==> config.mk <==
export PLATFORM = sky130hd
export DESIGN_NAME = sbc_board
export DESIGN_NICKNAME = d
export VERILOG_FILES = /design/src/hw/sbc_pkg.sv /design/src/hw/sbc_board.sv /design/src/hw/sbc_phase_seq.sv /design/src/hw/sbc_quad_counter.sv
export SDC_FILE = /design/constraint.sdc
export NUM_CORES = 1
export LEC_CHECK = 0
export ABC_AREA = 1
export ABC_CLOCK_PERIOD_IN_PS = 1500
export BUFFER_PORTS_ARGS = -buffer_cell sky130_fd_sc_hd__buf_2
export CORE_AREA = 4 4 112 114
export CTS_CLUSTER_DIAMETER = 30
export CTS_CLUSTER_SIZE = 16
export DETAILED_ROUTE_END_ITERATION = 16
export DIE_AREA = 0 0 116 118
export PLACE_DENSITY = 0.78
export SLEW_MARGIN = 20
export SYNTH_ARGS = -nofsm -noshare
export SYNTH_HDL_FRONTEND = slang
export SYNTH_SLANG_ARGS = --single-unit
==> constraint.sdc <==
create_clock -name core_clk_i -period 1.5 [get_ports core_clk_i]
set_input_delay 0.15 -clock core_clk_i [delete_from_list [all_inputs] [get_ports core_clk_i]]
set_output_delay 0.15 -clock core_clk_i [all_outputs]
set_load 0.01 [all_outputs]
==> src/hw/sbc_pkg.sv <==
// Shared constants and types for the stepper board control logic
`default_nettype none
package sbc_pkg;

    // ------------------------------------------------------------
    // Clock and timing
    // ------------------------------------------------------------
    localparam int  CLK_FREQ_HZ     = 100_000_000;
    localparam real WDT_TIMEOUT_S   = 1.5;
    localparam int  WDT_TIMEOUT_CYC = $rtoi(WDT_TIMEOUT_S * CLK_FREQ_HZ);
    localparam int  WDT_CNT_W       = 28;
    localparam int  QUAD_MAX_HZ     = 3_000_000;
    localparam int  QUAD_GAP_CYC    = CLK_FREQ_HZ / QUAD_MAX_HZ;

    // ------------------------------------------------------------
    // Bus address decode
    // ------------------------------------------------------------
    localparam logic [3:0] ADDR_BOARD_CODE = 4'hC;
    localparam logic [3:0] ADDR2_ZERO_VAL  = 4'h0;
    localparam int         ADDR2_R_BIT     = 2;

    // ------------------------------------------------------------
    // Control latch
    // ------------------------------------------------------------
    typedef struct packed {
        logic single_phase_sel;
        logic half_step_sel;
        logic driver_output_enable_n;
        logic local_select_high;
        logic local_select_low;
        logic indicator_off;
        logic pulse_gen_reset_n;
        logic counter_reset_n;
    } sbc_ctrl_t;

    localparam logic [7:0] CTRL_RESET_VAL = 8'h3F;

    typedef enum logic [1:0] {
        MODE_TWO    = 2'h0,
        MODE_HALF   = 2'h1,
        MODE_SINGLE = 2'h2,
        MODE_UNDEF  = 2'h3
    } sbc_mode_t;

    // ------------------------------------------------------------
    // Phase tables, ABCD with A in bit 3, entry 0 is the first state
    // ------------------------------------------------------------
    localparam logic [3:0][3:0] SEQ_SINGLE = {4'hE, 4'hD, 4'hB, 4'h7};
    localparam logic [3:0][3:0] SEQ_TWO    = {4'hC, 4'h9, 4'h3, 4'h6};
    localparam logic [7:0][3:0] SEQ_HALF   = {4'h6, 4'hE, 4'hC, 4'hD,
                                              4'h9, 4'hB, 4'h3, 4'h7};
    localparam logic [3:0]      PHASE_OFF  = 4'hF;
    localparam logic [2:0]      SEQ_FIRST  = 3'h0;
    localparam logic [2:0]      SEQ4_LAST  = 3'h3;
    localparam logic [2:0]      SEQ8_LAST  = 3'h7;

    // ------------------------------------------------------------
    // Counter and bus carriers
    // ------------------------------------------------------------
    localparam int CNT_W = 16;

    typedef struct packed {
        logic [7:0] data;
        logic       addr_first;
        logic       addr_second;
        logic       wr;
        logic       rd;
        logic       bus_reset;
    } sbc_bus_t;

    typedef struct packed {
        logic [7:0] data;
        logic       wr;
        logic       rd;
    } sbc_pg_req_t;

    typedef enum logic [2:0] {
        ST_IDLE = 3'h1,
        ST_HALF = 3'h2,
        ST_SEL  = 3'h4
    } sbc_addr_st_t;

endpackage : sbc_pkg
`default_nettype wire

==> src/hw/sbc_board.sv <==
// Top of the stepper board control logic: bus decode, latch, resets
`timescale 1ns/100ps
`default_nettype none

// Contract
// Control bits 7:6 pick mode: 00 two-phase, 01 half-step, 10 single-phase.
// Forward walks single and two-phase tables in order, reverse walks them backwards.
// Half-step walks eight states; every mode starts at its first state.
// Winding outputs are active low; zero means the winding is on.
// Direction high steps forward, low steps reverse.
// Each low pulse on the step strobe advances exactly one step.
// Advance on the strobe falling edge and hold between pulses.
// Counter decodes A/B states and counts up or down by transition order.
// Counter is sixteen bits, read by the host as two bytes.
// Counter must follow input transitions up to 3 MHz.
// Control latch is eight bits, write only; reads give no latch data.
// Control bit 0 low holds the counter in reset, high releases it.
// Control bit 1 low holds the pulse generator in reset.
// Control bit 2 low lights the indicator.
// Control bit 5 low enables winding outputs; high turns all off.
// Bits 3 and 4 drive pulse generator selects; bit 3 picks counter byte.
// Bit 3 low reads counter low byte, high reads high byte.
// Board answers address abcd1100 then x0000Rxx; abcd from jumpers.
// R zero goes to pulse generator; R one reads counter, writes latch.
// Indicator also lights while the board is addressed.
// Power-up hard resets pulse generator and counter.
// Host writes the latch before using anything else.
// Bus reset pulses generator and counter resets; latch and sequencer kept.
// Enabled watchdog timeout drives watchdog output low, resetting generator.
// Host services watchdog within 1.5 s; timeout leaves counter alone.
module sbc_board
    import sbc_pkg::*;
#(
    parameter int WDT_CYCLES = WDT_TIMEOUT_CYC
) (
    input  wire logic        core_clk_i,
    input  wire logic        reset_i,
    input  wire sbc_bus_t    bus_i,
    input  wire logic [3:0]  address_jumper_header_i,
    input  wire logic        watchdog_jumper_i,
    input  wire logic        watchdog_hit_i,
    input  wire logic        step_pulse_n_i,
    input  wire logic        step_direction_i,
    input  wire logic        encoder_in_a_i,
    input  wire logic        encoder_in_b_i,
    input  wire logic [7:0]  pg_rd_data_i,
    output logic [7:0]       bus_rd_data_o,
    output logic             bus_rd_valid_o,
    output sbc_pg_req_t      pg_req_o,
    output logic             local_select_low_o,
    output logic             local_select_high_o,
    output logic             pulse_gen_reset_n_o,
    output logic             indicator_light_n_o,
    output logic             driver_output_enable_pin_n_o,
    output logic             half_step_select_o,
    output logic             single_phase_select_o,
    output logic             winding_a_n_o,
    output logic             winding_b_n_o,
    output logic             winding_c_n_o,
    output logic             winding_d_n_o,
    output logic             watchdog_out_n_o
);

    // ------------------------------------------------------------
    // State
    // ------------------------------------------------------------
    sbc_ctrl_t             ctrl_q;
    sbc_addr_st_t          st_q;
    sbc_addr_st_t          st_d;
    logic                  r_sel_q;
    logic                  step_n_q;
    logic [3:0]            winding_q;
    logic [7:0]            rd_data_q;
    logic                  rd_valid_q;
    logic                  pg_rd_wait_q;
    sbc_pg_req_t           pg_req_q;
    logic                  pg_reset_n_q;
    logic                  light_n_q;
    logic [WDT_CNT_W-1:0]  wdt_cnt_q;
    logic                  wdt_fired_q;
    logic                  wdt_out_n_q;
    logic [7:0]            low_hold_q;
    logic                  low_held_q;

    // ------------------------------------------------------------
    // Address decode
    // ------------------------------------------------------------
    wire [3:0] a1_board = bus_i.data[7:4];
    wire [3:0] a1_code  = bus_i.data[3:0];
    wire [3:0] a2_zero  = bus_i.data[6:3];
    wire       a1_match = (a1_code == ADDR_BOARD_CODE)
                       && (a1_board == address_jumper_header_i);
    wire       a2_match = (a2_zero == ADDR2_ZERO_VAL);
    wire       selected = (st_q == ST_SEL);

    always_comb begin
        st_d = st_q;
        unique case (st_q)
            ST_IDLE: begin
                if (bus_i.addr_first && a1_match) begin
                    st_d = ST_HALF;
                end
            end
            ST_HALF: begin
                if (bus_i.addr_first) begin
                    st_d = a1_match ? ST_HALF : ST_IDLE;
                end else if (bus_i.addr_second) begin
                    st_d = a2_match ? ST_SEL : ST_IDLE;
                end
            end
            ST_SEL: begin
                if (bus_i.addr_first) begin
                    st_d = a1_match ? ST_HALF : ST_IDLE;
                end else if (bus_i.addr_second) begin
                    st_d = ST_IDLE;
                end
            end
            default: begin
                st_d = ST_IDLE;
            end
        endcase
        if (bus_i.bus_reset) begin
            st_d = ST_IDLE;
        end
    end

    always_ff @(posedge core_clk_i) begin
        if (reset_i) begin
            st_q    <= ST_IDLE;
            r_sel_q <= 1'b0;
        end else begin
            st_q <= st_d;
            if (st_q == ST_HALF && bus_i.addr_second && a2_match) begin
                r_sel_q <= bus_i.data[ADDR2_R_BIT];
            end
        end
    end

    // ------------------------------------------------------------
    // Access steering
    // ------------------------------------------------------------
    wire wr_latch = selected && bus_i.wr && r_sel_q;
    wire rd_count = selected && bus_i.rd && r_sel_q;
    wire wr_pg    = selected && bus_i.wr && !r_sel_q;
    wire rd_pg    = selected && bus_i.rd && !r_sel_q;

    // Bus reset leaves the latch alone; only power-up restores it
    always_ff @(posedge core_clk_i) begin
        if (reset_i) begin
            ctrl_q <= sbc_ctrl_t'(CTRL_RESET_VAL);
        end else if (wr_latch) begin
            ctrl_q <= sbc_ctrl_t'(bus_i.data);
        end
    end

    wire sbc_mode_t mode_w = sbc_mode_t'({ctrl_q.single_phase_sel,
                                          ctrl_q.half_step_sel});

    // ------------------------------------------------------------
    // Quadrature counter
    // ------------------------------------------------------------
    wire             cnt_clear = reset_i || bus_i.bus_reset
                              || !ctrl_q.counter_reset_n;
    wire [CNT_W-1:0] count_w;

    sbc_quad_counter u_counter (
        .core_clk_i (core_clk_i),
        .clear_i    (cnt_clear),
        .enc_a_i    (encoder_in_a_i),
        .enc_b_i    (encoder_in_b_i),
        .count_o    (count_w)
    );

    // High byte read freezes the low byte so the pair stays coherent
    wire       rd_high   = rd_count && ctrl_q.local_select_low;
    wire       rd_low    = rd_count && !ctrl_q.local_select_low;
    wire [7:0] low_byte  = low_held_q ? low_hold_q : count_w[7:0];
    wire [7:0] cnt_byte  = rd_high ? count_w[15:8] : low_byte;

    always_ff @(posedge core_clk_i) begin
        if (reset_i || cnt_clear) begin
            low_hold_q <= 8'h00;
            low_held_q <= 1'b0;
        end else if (rd_high) begin
            low_hold_q <= count_w[7:0];
            low_held_q <= 1'b1;
        end else if (rd_low) begin
            low_held_q <= 1'b0;
        end
    end

    // ------------------------------------------------------------
    // Pulse generator port and read return
    // ------------------------------------------------------------
    always_ff @(posedge core_clk_i) begin
        if (reset_i) begin
            pg_req_q     <= '0;
            pg_rd_wait_q <= 1'b0;
            rd_data_q    <= 8'h00;
            rd_valid_q   <= 1'b0;
        end else begin
            pg_req_q.wr  <= wr_pg;
            pg_req_q.rd  <= rd_pg;
            if (wr_pg) begin
                pg_req_q.data <= bus_i.data;
            end
            pg_rd_wait_q <= rd_pg;
            rd_valid_q   <= rd_count || pg_rd_wait_q;
            if (rd_count) begin
                rd_data_q <= cnt_byte;
            end else if (pg_rd_wait_q) begin
                rd_data_q <= pg_rd_data_i;
            end
        end
    end

    // ------------------------------------------------------------
    // Watchdog
    // ------------------------------------------------------------
    wire wdt_end = (wdt_cnt_q == WDT_CNT_W'(WDT_CYCLES - 1));

    always_ff @(posedge core_clk_i) begin
        if (reset_i || watchdog_hit_i || !watchdog_jumper_i) begin
            wdt_cnt_q   <= '0;
            wdt_fired_q <= 1'b0;
        end else if (wdt_end) begin
            wdt_fired_q <= 1'b1;
        end else begin
            wdt_cnt_q <= wdt_cnt_q + 28'h0000001;
        end
    end

    always_ff @(posedge core_clk_i) begin
        if (reset_i) begin
            wdt_out_n_q <= 1'b1;
        end else begin
            wdt_out_n_q <= !(watchdog_jumper_i && wdt_fired_q);
        end
    end

    // ------------------------------------------------------------
    // Pulse generator hard reset
    // ------------------------------------------------------------
    wire pg_reset_w = bus_i.bus_reset
                   || !ctrl_q.pulse_gen_reset_n
                   || !wdt_out_n_q;

    always_ff @(posedge core_clk_i) begin
        if (reset_i) begin
            pg_reset_n_q <= 1'b0;
        end else begin
            pg_reset_n_q <= !pg_reset_w;
        end
    end

    // ------------------------------------------------------------
    // Indicator
    // ------------------------------------------------------------
    always_ff @(posedge core_clk_i) begin
        if (reset_i) begin
            light_n_q <= 1'b1;
        end else begin
            light_n_q <= ctrl_q.indicator_off && !selected;
        end
    end

    // ------------------------------------------------------------
    // Step strobe and winding sequencer
    // ------------------------------------------------------------
    wire       step_fall = step_n_q && !step_pulse_n_i;
    wire [3:0] phase_w;

    always_ff @(posedge core_clk_i) begin
        if (reset_i) begin
            step_n_q <= 1'b1;
        end else begin
            step_n_q <= step_pulse_n_i;
        end
    end

    // Sequencer sees power-up reset only, never the bus reset
    sbc_phase_seq u_seq (
        .core_clk_i (core_clk_i),
        .reset_i    (reset_i),
        .step_i     (step_fall),
        .dir_i      (step_direction_i),
        .mode_i     (mode_w),
        .phase_n_o  (phase_w)
    );

    always_ff @(posedge core_clk_i) begin
        if (reset_i) begin
            winding_q <= PHASE_OFF;
        end else if (ctrl_q.driver_output_enable_n) begin
            winding_q <= PHASE_OFF;
        end else begin
            winding_q <= phase_w;
        end
    end

    // ------------------------------------------------------------
    // Outputs
    // ------------------------------------------------------------
    assign bus_rd_data_o                = rd_data_q;
    assign bus_rd_valid_o               = rd_valid_q;
    assign pg_req_o                     = pg_req_q;
    assign local_select_low_o           = ctrl_q.local_select_low;
    assign local_select_high_o          = ctrl_q.local_select_high;
    assign pulse_gen_reset_n_o          = pg_reset_n_q;
    assign indicator_light_n_o          = light_n_q;
    assign driver_output_enable_pin_n_o = ctrl_q.driver_output_enable_n;
    assign half_step_select_o           = ctrl_q.half_step_sel;
    assign single_phase_select_o        = ctrl_q.single_phase_sel;
    assign winding_a_n_o                = winding_q[3];
    assign winding_b_n_o                = winding_q[2];
    assign winding_c_n_o                = winding_q[1];
    assign winding_d_n_o                = winding_q[0];
    assign watchdog_out_n_o             = wdt_out_n_q;

endmodule : sbc_board
`default_nettype wire

==> src/hw/sbc_phase_seq.sv <==
// Winding phase sequencer with one position per step mode
`timescale 1ns/100ps
`default_nettype none
module sbc_phase_seq
    import sbc_pkg::*;
(
    input  wire logic      core_clk_i,
    input  wire logic      reset_i,
    input  wire logic      step_i,
    input  wire logic      dir_i,
    input  wire sbc_mode_t mode_i,
    output logic [3:0]     phase_n_o
);

    // ------------------------------------------------------------
    // Per-mode position counters
    // ------------------------------------------------------------
    generate
        for (genvar m = 0; m < 3; m++) begin : g_mode
            localparam sbc_mode_t  MD   = sbc_mode_t'(m);
            localparam logic [2:0] LAST = (MD == MODE_HALF) ? SEQ8_LAST : SEQ4_LAST;
            logic [2:0] idx_q;
            wire        hit = step_i && (mode_i == MD);
            always_ff @(posedge core_clk_i) begin
                if (reset_i) begin
                    idx_q <= SEQ_FIRST;
                end else if (hit) begin
                    if (dir_i) begin
                        idx_q <= (idx_q == LAST) ? SEQ_FIRST : idx_q + 3'h1;
                    end else begin
                        idx_q <= (idx_q == SEQ_FIRST) ? LAST : idx_q - 3'h1;
                    end
                end
            end
        end
    endgenerate

    // ------------------------------------------------------------
    // Table lookup for the active mode
    // ------------------------------------------------------------
    wire [3:0] two_w    = SEQ_TWO[g_mode[0].idx_q[1:0]];
    wire [3:0] half_w   = SEQ_HALF[g_mode[1].idx_q];
    wire [3:0] single_w = SEQ_SINGLE[g_mode[2].idx_q[1:0]];

    assign phase_n_o = (mode_i == MODE_TWO)    ? two_w    :
                       (mode_i == MODE_HALF)   ? half_w   :
                       (mode_i == MODE_SINGLE) ? single_w : PHASE_OFF;

endmodule : sbc_phase_seq
`default_nettype wire

==> src/hw/sbc_quad_counter.sv <==
// Sixteen-bit quadrature up/down counter
`timescale 1ns/100ps
`default_nettype none
module sbc_quad_counter
    import sbc_pkg::*;
(
    input  wire logic             core_clk_i,
    input  wire logic             clear_i,
    input  wire logic             enc_a_i,
    input  wire logic             enc_b_i,
    output logic [CNT_W-1:0]      count_o
);

    logic [1:0]       cur_q;
    logic [1:0]       prev_q;
    logic [CNT_W-1:0] count_q;

    // ------------------------------------------------------------
    // Transition decode: one changed line is a count, two is noise
    // ------------------------------------------------------------
    wire changed = (cur_q != prev_q);
    wire both    = (cur_q[1] != prev_q[1]) && (cur_q[0] != prev_q[0]);
    wire move    = changed && !both;
    wire up      = prev_q[1] ^ cur_q[0];

    // Sampling every core clock leaves many cycles per edge at full rate
    always_ff @(posedge core_clk_i) begin
        cur_q  <= {enc_a_i, enc_b_i};
        prev_q <= cur_q;
        if (clear_i) begin
            prev_q  <= {enc_a_i, enc_b_i};
            cur_q   <= {enc_a_i, enc_b_i};
            count_q <= '0;
        end else if (move) begin
            count_q <= up ? count_q + 16'h0001 : count_q - 16'h0001;
        end
    end

    assign count_o = count_q;

endmodule : sbc_quad_counter
`default_nettype wire
==> results.sh <==
export IMPL_maxCapViolCount=0
export IMPL_portBuffers=63
export IMPL_final_min_period_over_clock_period_pct=132.0
export IMPL_sequential_to_total_area_share_from_yosys_stat_pct=36.15
export IMPL_class_of_the_tightest_hold_or_removal_check="input port to register"
export IMPL_cp_end_kind="register"
export IMPL_worstSetupStartpointType="register"
export IMPL_worstSetupPathType="register to register"
export IMPL_drt_pass1_iter_count=6
export IMPL_floorplan_io_pins=64
export IMPL_detail_route_iter0_violations=952
export IMPL_htree_num_levels=3
export IMPL_final_period_minus_worst_setup_slack_ps=1979
export IMPL_cp_slowest_stage_delay_ps=430
export IMPL_cpLargestDelayFamily="simple AND/OR/NAND/NOR gates"
export IMPL_grt_first_pass_wirelength_mm=27.70
export IMPL_clockBufferDepth=2
export IMPL_timing_critical_path_required_ps=1770
export IMPL_postSynth_topFlopCell="sky130_fd_sc_hd__dfxtp_1"
export IMPL_dieArea_um2=13690
export IMPL_die_width_um=116
export IMPL_cts_inserted_buffers=9
export IMPL_nNetsFinal=1144
export IMPL_numClockSinks=110
export IMPL_initial_utilization_pct=53.34
export IMPL_area_of_all_sequential_standard_cells_um2=2225
export IMPL_leakage_nw=4.103
export IMPL_route_layer_met1_wl_mm=8.634
export IMPL_detailed_route_wirelength_on_metal2_mm=10.92
export IMPL_post_synth_cell_area_avg_um2=6.805
export IMPL_multiInputGateArea_um2=4219
export IMPL_area_of_the_mapped_netlist_um2=6091
export IMPL_netlist_cell_type_count=47
export IMPL_post_drt_via_cell_ratio=5.990
export IMPL_topRoutingLayerUsed="met4"
export IMPL_grt_remaining_overflow=0
export IMPL_tightest_slew_ps=427.1
export IMPL_postSynthRegisterBits=110
export IMPL_crit_path_top_delay_cell="sky130_fd_sc_hd__dfxtp_4"
export IMPL_reg2reg_to="u_counter.count_o[14]"
export IMPL_postSynthNetCount=943
export IMPL_gp_routability_congestion=0.8789
export IMPL_setup_viol=63
export IMPL_path_cells="inv_6 > nand2_8 > nand2_8 > buf_4 > nand2_2 > nand2_2 > nor2_1 > nand2_1 > nor2_1 > nor2_1 > nand3_1 > nand3_2 > nand2_1 > inv_1"
export IMPL_pwr_density_cell_nw_per_um2=807.7
export IMPL_core_um2=11420
export IMPL_track_usage_pct=24.42
export IMPL_crit_buf_inv=3
export IMPL_tritoncts="built"
export IMPL_fp_dieH_um=118
export IMPL_crit_arrival_ps=2250
export IMPL_fillerInstances=620
export IMPL_design_power_total_mw=7.318
export IMPL_first_global_vias=6214
export IMPL_unrepaired_setup_endpoints_after_global_routing="yes"
export IMPL_grt_start_max_net_pins=24
export IMPL_antenna_violations_before_repair=0
export IMPL_final_max_slew_viol_count=0
export IMPL_drt_wl_total_mm=22.78
export IMPL_drt_wirelength_per_cell_um=18.31
export IMPL_drtAntennaViolNets=0
export IMPL_clk_transition_reported_paths_ps=80
export IMPL_hold_end="watchdog_out_n_o"
export IMPL_post_route_cells_drive_above_1_share_pct=42.42
export IMPL_setup_slack_ps=-479.3
export IMPL_vdd_drop_max_mv=0.7765
export IMPL_reg2reg_slack_ps=-480
export IMPL_core_rowCount=39
export IMPL_dominant_cell_type_by_area_after_synthesis="sky130_fd_sc_hd__dfxtp_1"
export IMPL_critical_path_top_cell_by_count="sky130_fd_sc_hd__nor2_1"
export IMPL_dpl_cell_area_um2=7333
export IMPL_post_synth_inst_count=895
export IMPL_netlist_top_cells_area="sky130_fd_sc_hd__dfxtp_1, sky130_fd_sc_hd__nand2_1, sky130_fd_sc_hd__inv_1"
export IMPL_dpl_cell_count=1180
export IMPL_setup_tns_ps=-10960
export IMPL_hold_start="watchdog_jumper_i"
export IMPL_post_place_ws_ps=-228.5
export IMPL_met3_length_mm=1.824
export IMPL_syn2layout_area_growth_pct=48.77
export IMPL_asyncSetResetFlopFracSynth_pct=0
export IMPL_rr_worst_depth=14
export IMPL_clkLatencyLatePin_ps=370
export IMPL_worst_r2r_startpoint="u_counter.prev_q[1]"
export IMPL_final_instance_count_excl_fillers=1244
export IMPL_maxSlewHeadroom_pct=71.23
export IMPL_place_hpwl_mm=11.55
export IMPL_violations="negative setup slack"
export IMPL_final_cell_area_excluding_filler_cells_um2=9061
export IMPL_fmax_mhz=505.2
export IMPL_crit_fanout=9
export IMPL_min_delay_path_depth=2
export IMPL_drc=0
export IMPL_synth_warning_count=0
export IMPL_synth_enable_flop_cells=0
export IMPL_clk_root_buffer_cell="sky130_fd_sc_hd__clkbuf_16"
export IMPL_report_final_hold_viol_count=0
export IMPL_skew_ps=12.68
export IMPL_status="finished with violations"
export IMPL_antennaDiodeCount=0
export IMPL_synth_top_area_share_pct=36.15
export IMPL_via_count=7452
==> kinds of logic (layout without fill, tap and decap cells) <==
kind of cell / after synthesis / count (layout) / synth area share, %
muxes: 1 / 1 / 0.1643
xor gates and xnor gates: 11 / 11 / 1.582
buffers and inverters: 164 / 366 / 10.81
DFF: 110 / 110 / 36.15
and+or+nand+nor: 391 / 395 / 29.01
adders and majority gates: 15 / 15 / 3.081
AOI/OAI and AO/OA: 203 / 203 / 19.21
==> state kept, by name, indices dropped and copies added, names as in the netlist, 2 cells and up <==
register,count
ctrl_q,3
winding_q,4
u_seq.half_w,4
u_seq.g_mode.idx_q,9
bus_rd_data_o,8
wdt_cnt_q,28
low_hold_q,8
st_q,3
u_counter.cur_q,2
u_counter.count_o,16
pg_req_o,10
u_counter.prev_q,2
==> worst max-delay path by stage <==
stage,slack [ps],cells past startpoint,end,start
global route,-510,14,u_counter.count_o[14],u_counter.prev_q[1]
finish,-480,14,u_counter.count_o[14],u_counter.prev_q[1]
floorplan,-60,10,wdt_cnt_q[20],wdt_cnt_q[0]
global placement,-190,13,u_counter.count_o[15],u_counter.cur_q[0]
detailed placement,-230,14,u_counter.count_o[13],u_counter.cur_q[0]
CTS,-200,16,u_counter.count_o[8],u_counter.cur_q[0]
==> placed cells by master (no fill, tap or decap), drive strengths merged, types with 11 or more instances in the layout <==
master  synthesis  routed
nand2         202     206
buf             9     205
inv           141     142
dfxtp         110     110
nor2           87      87
a21oi          84      84
o21ai          81      81
nand3          45      45
nor3           18      18
ha             15      15
o211ai         14      14
nand4          14      14
or2            12      12
clkbuf         14      11
==> cells in the mapped netlist, types with 2 or more instances <==
| library cell | instances |
|---|---|
| sky130_fd_sc_hd__nand4_1 | 12 |
| sky130_fd_sc_hd__a41o_1 | 2 |
| sky130_fd_sc_hd__a31oi_1 | 3 |
| sky130_fd_sc_hd__nand2_4 | 2 |
| sky130_fd_sc_hd__nand4_2 | 2 |
| sky130_fd_sc_hd__o211ai_1 | 14 |
| sky130_fd_sc_hd__inv_2 | 8 |
| sky130_fd_sc_hd__nand2_2 | 12 |
| sky130_fd_sc_hd__a41oi_1 | 6 |
| sky130_fd_sc_hd__nand2_1 | 188 |
| sky130_fd_sc_hd__nand3_1 | 44 |
| sky130_fd_sc_hd__or2_0 | 2 |
| sky130_fd_sc_hd__dfxtp_1 | 110 |
| sky130_fd_sc_hd__nor2_4 | 3 |
| sky130_fd_sc_hd__or2_2 | 10 |
| sky130_fd_sc_hd__a21oi_1 | 80 |
| sky130_fd_sc_hd__o21ai_0 | 79 |
| sky130_fd_sc_hd__xor2_1 | 9 |
| sky130_fd_sc_hd__o21ai_1 | 2 |
| sky130_fd_sc_hd__nor4_1 | 9 |
| sky130_fd_sc_hd__a221oi_1 | 2 |
| sky130_fd_sc_hd__nand3b_1 | 2 |
| sky130_fd_sc_hd__nor2_2 | 4 |
| sky130_fd_sc_hd__a21oi_2 | 4 |
| sky130_fd_sc_hd__buf_4 | 3 |
| sky130_fd_sc_hd__a41oi_2 | 2 |
| sky130_fd_sc_hd__nor2_1 | 80 |
| sky130_fd_sc_hd__xnor2_1 | 2 |
| sky130_fd_sc_hd__ha_1 | 15 |
| sky130_fd_sc_hd__nor3_1 | 15 |
| sky130_fd_sc_hd__a22oi_1 | 4 |
| sky130_fd_sc_hd__nor3_2 | 2 |
| sky130_fd_sc_hd__clkbuf_1 | 14 |
| sky130_fd_sc_hd__buf_6 | 4 |
| sky130_fd_sc_hd__inv_1 | 133 |
==> power by group <==
part           internal (mW)  total (mW)  leakage, nW  switching [mW]
logic                  0.674        1.72         3.06            1.05
clock network           1.36        2.55        0.148            1.19
registers               2.97        3.04        0.897          0.0692
total                   5.01        7.32         4.10            2.31
==> stage by stage <==
step	hold WS [ps]	util, %
2_1_floorplan	177.7	-
3_3_place_gp	269.8	64.22
3_5_place_dp	269.1	64.22
4_1_cts	10.87	69.82
5_1_grt	5.305	79.36
6_report	4.705	79.36
==> timing repair <==
| item | CTS | global route |
|---|---|---|
| pin swaps | 32 | 85 |
| resized for setup | 67 | 226 |
| endpoints found under the setup margin | 47 | 75 |
| buffers inserted | 6 | 36 |
| gates cloned | 1 | 4 |
| hold buffers | 3 | 0 |
| hold endpoints to repair | 3 | 0 |
==> cell type report <==
| cell class | instances | area share, % |
|---|---|---|
| multi-input combinational | 625 | 46.56 |
| clock buffer | 11 | 2.679 |
| inverter | 141 | 6.117 |
| timing repair inverter | 1 | 0.06904 |
| timing repair buffer | 208 | 17.32 |
| sequential | 110 | 24.55 |
| clock inverter | 5 | 0.7318 |
| tap | 143 | 1.975 |
==> metal layers <==
layer | GRT usage (%) | vias up
li1 | - | 3338
met1 | 30.74 | 3459
met2 | 41.33 | 504
met3 | 3.393 | 151
met4 | 10.08 | 0
met5 | 0 | -
Power figures use the tool's default switching activity.
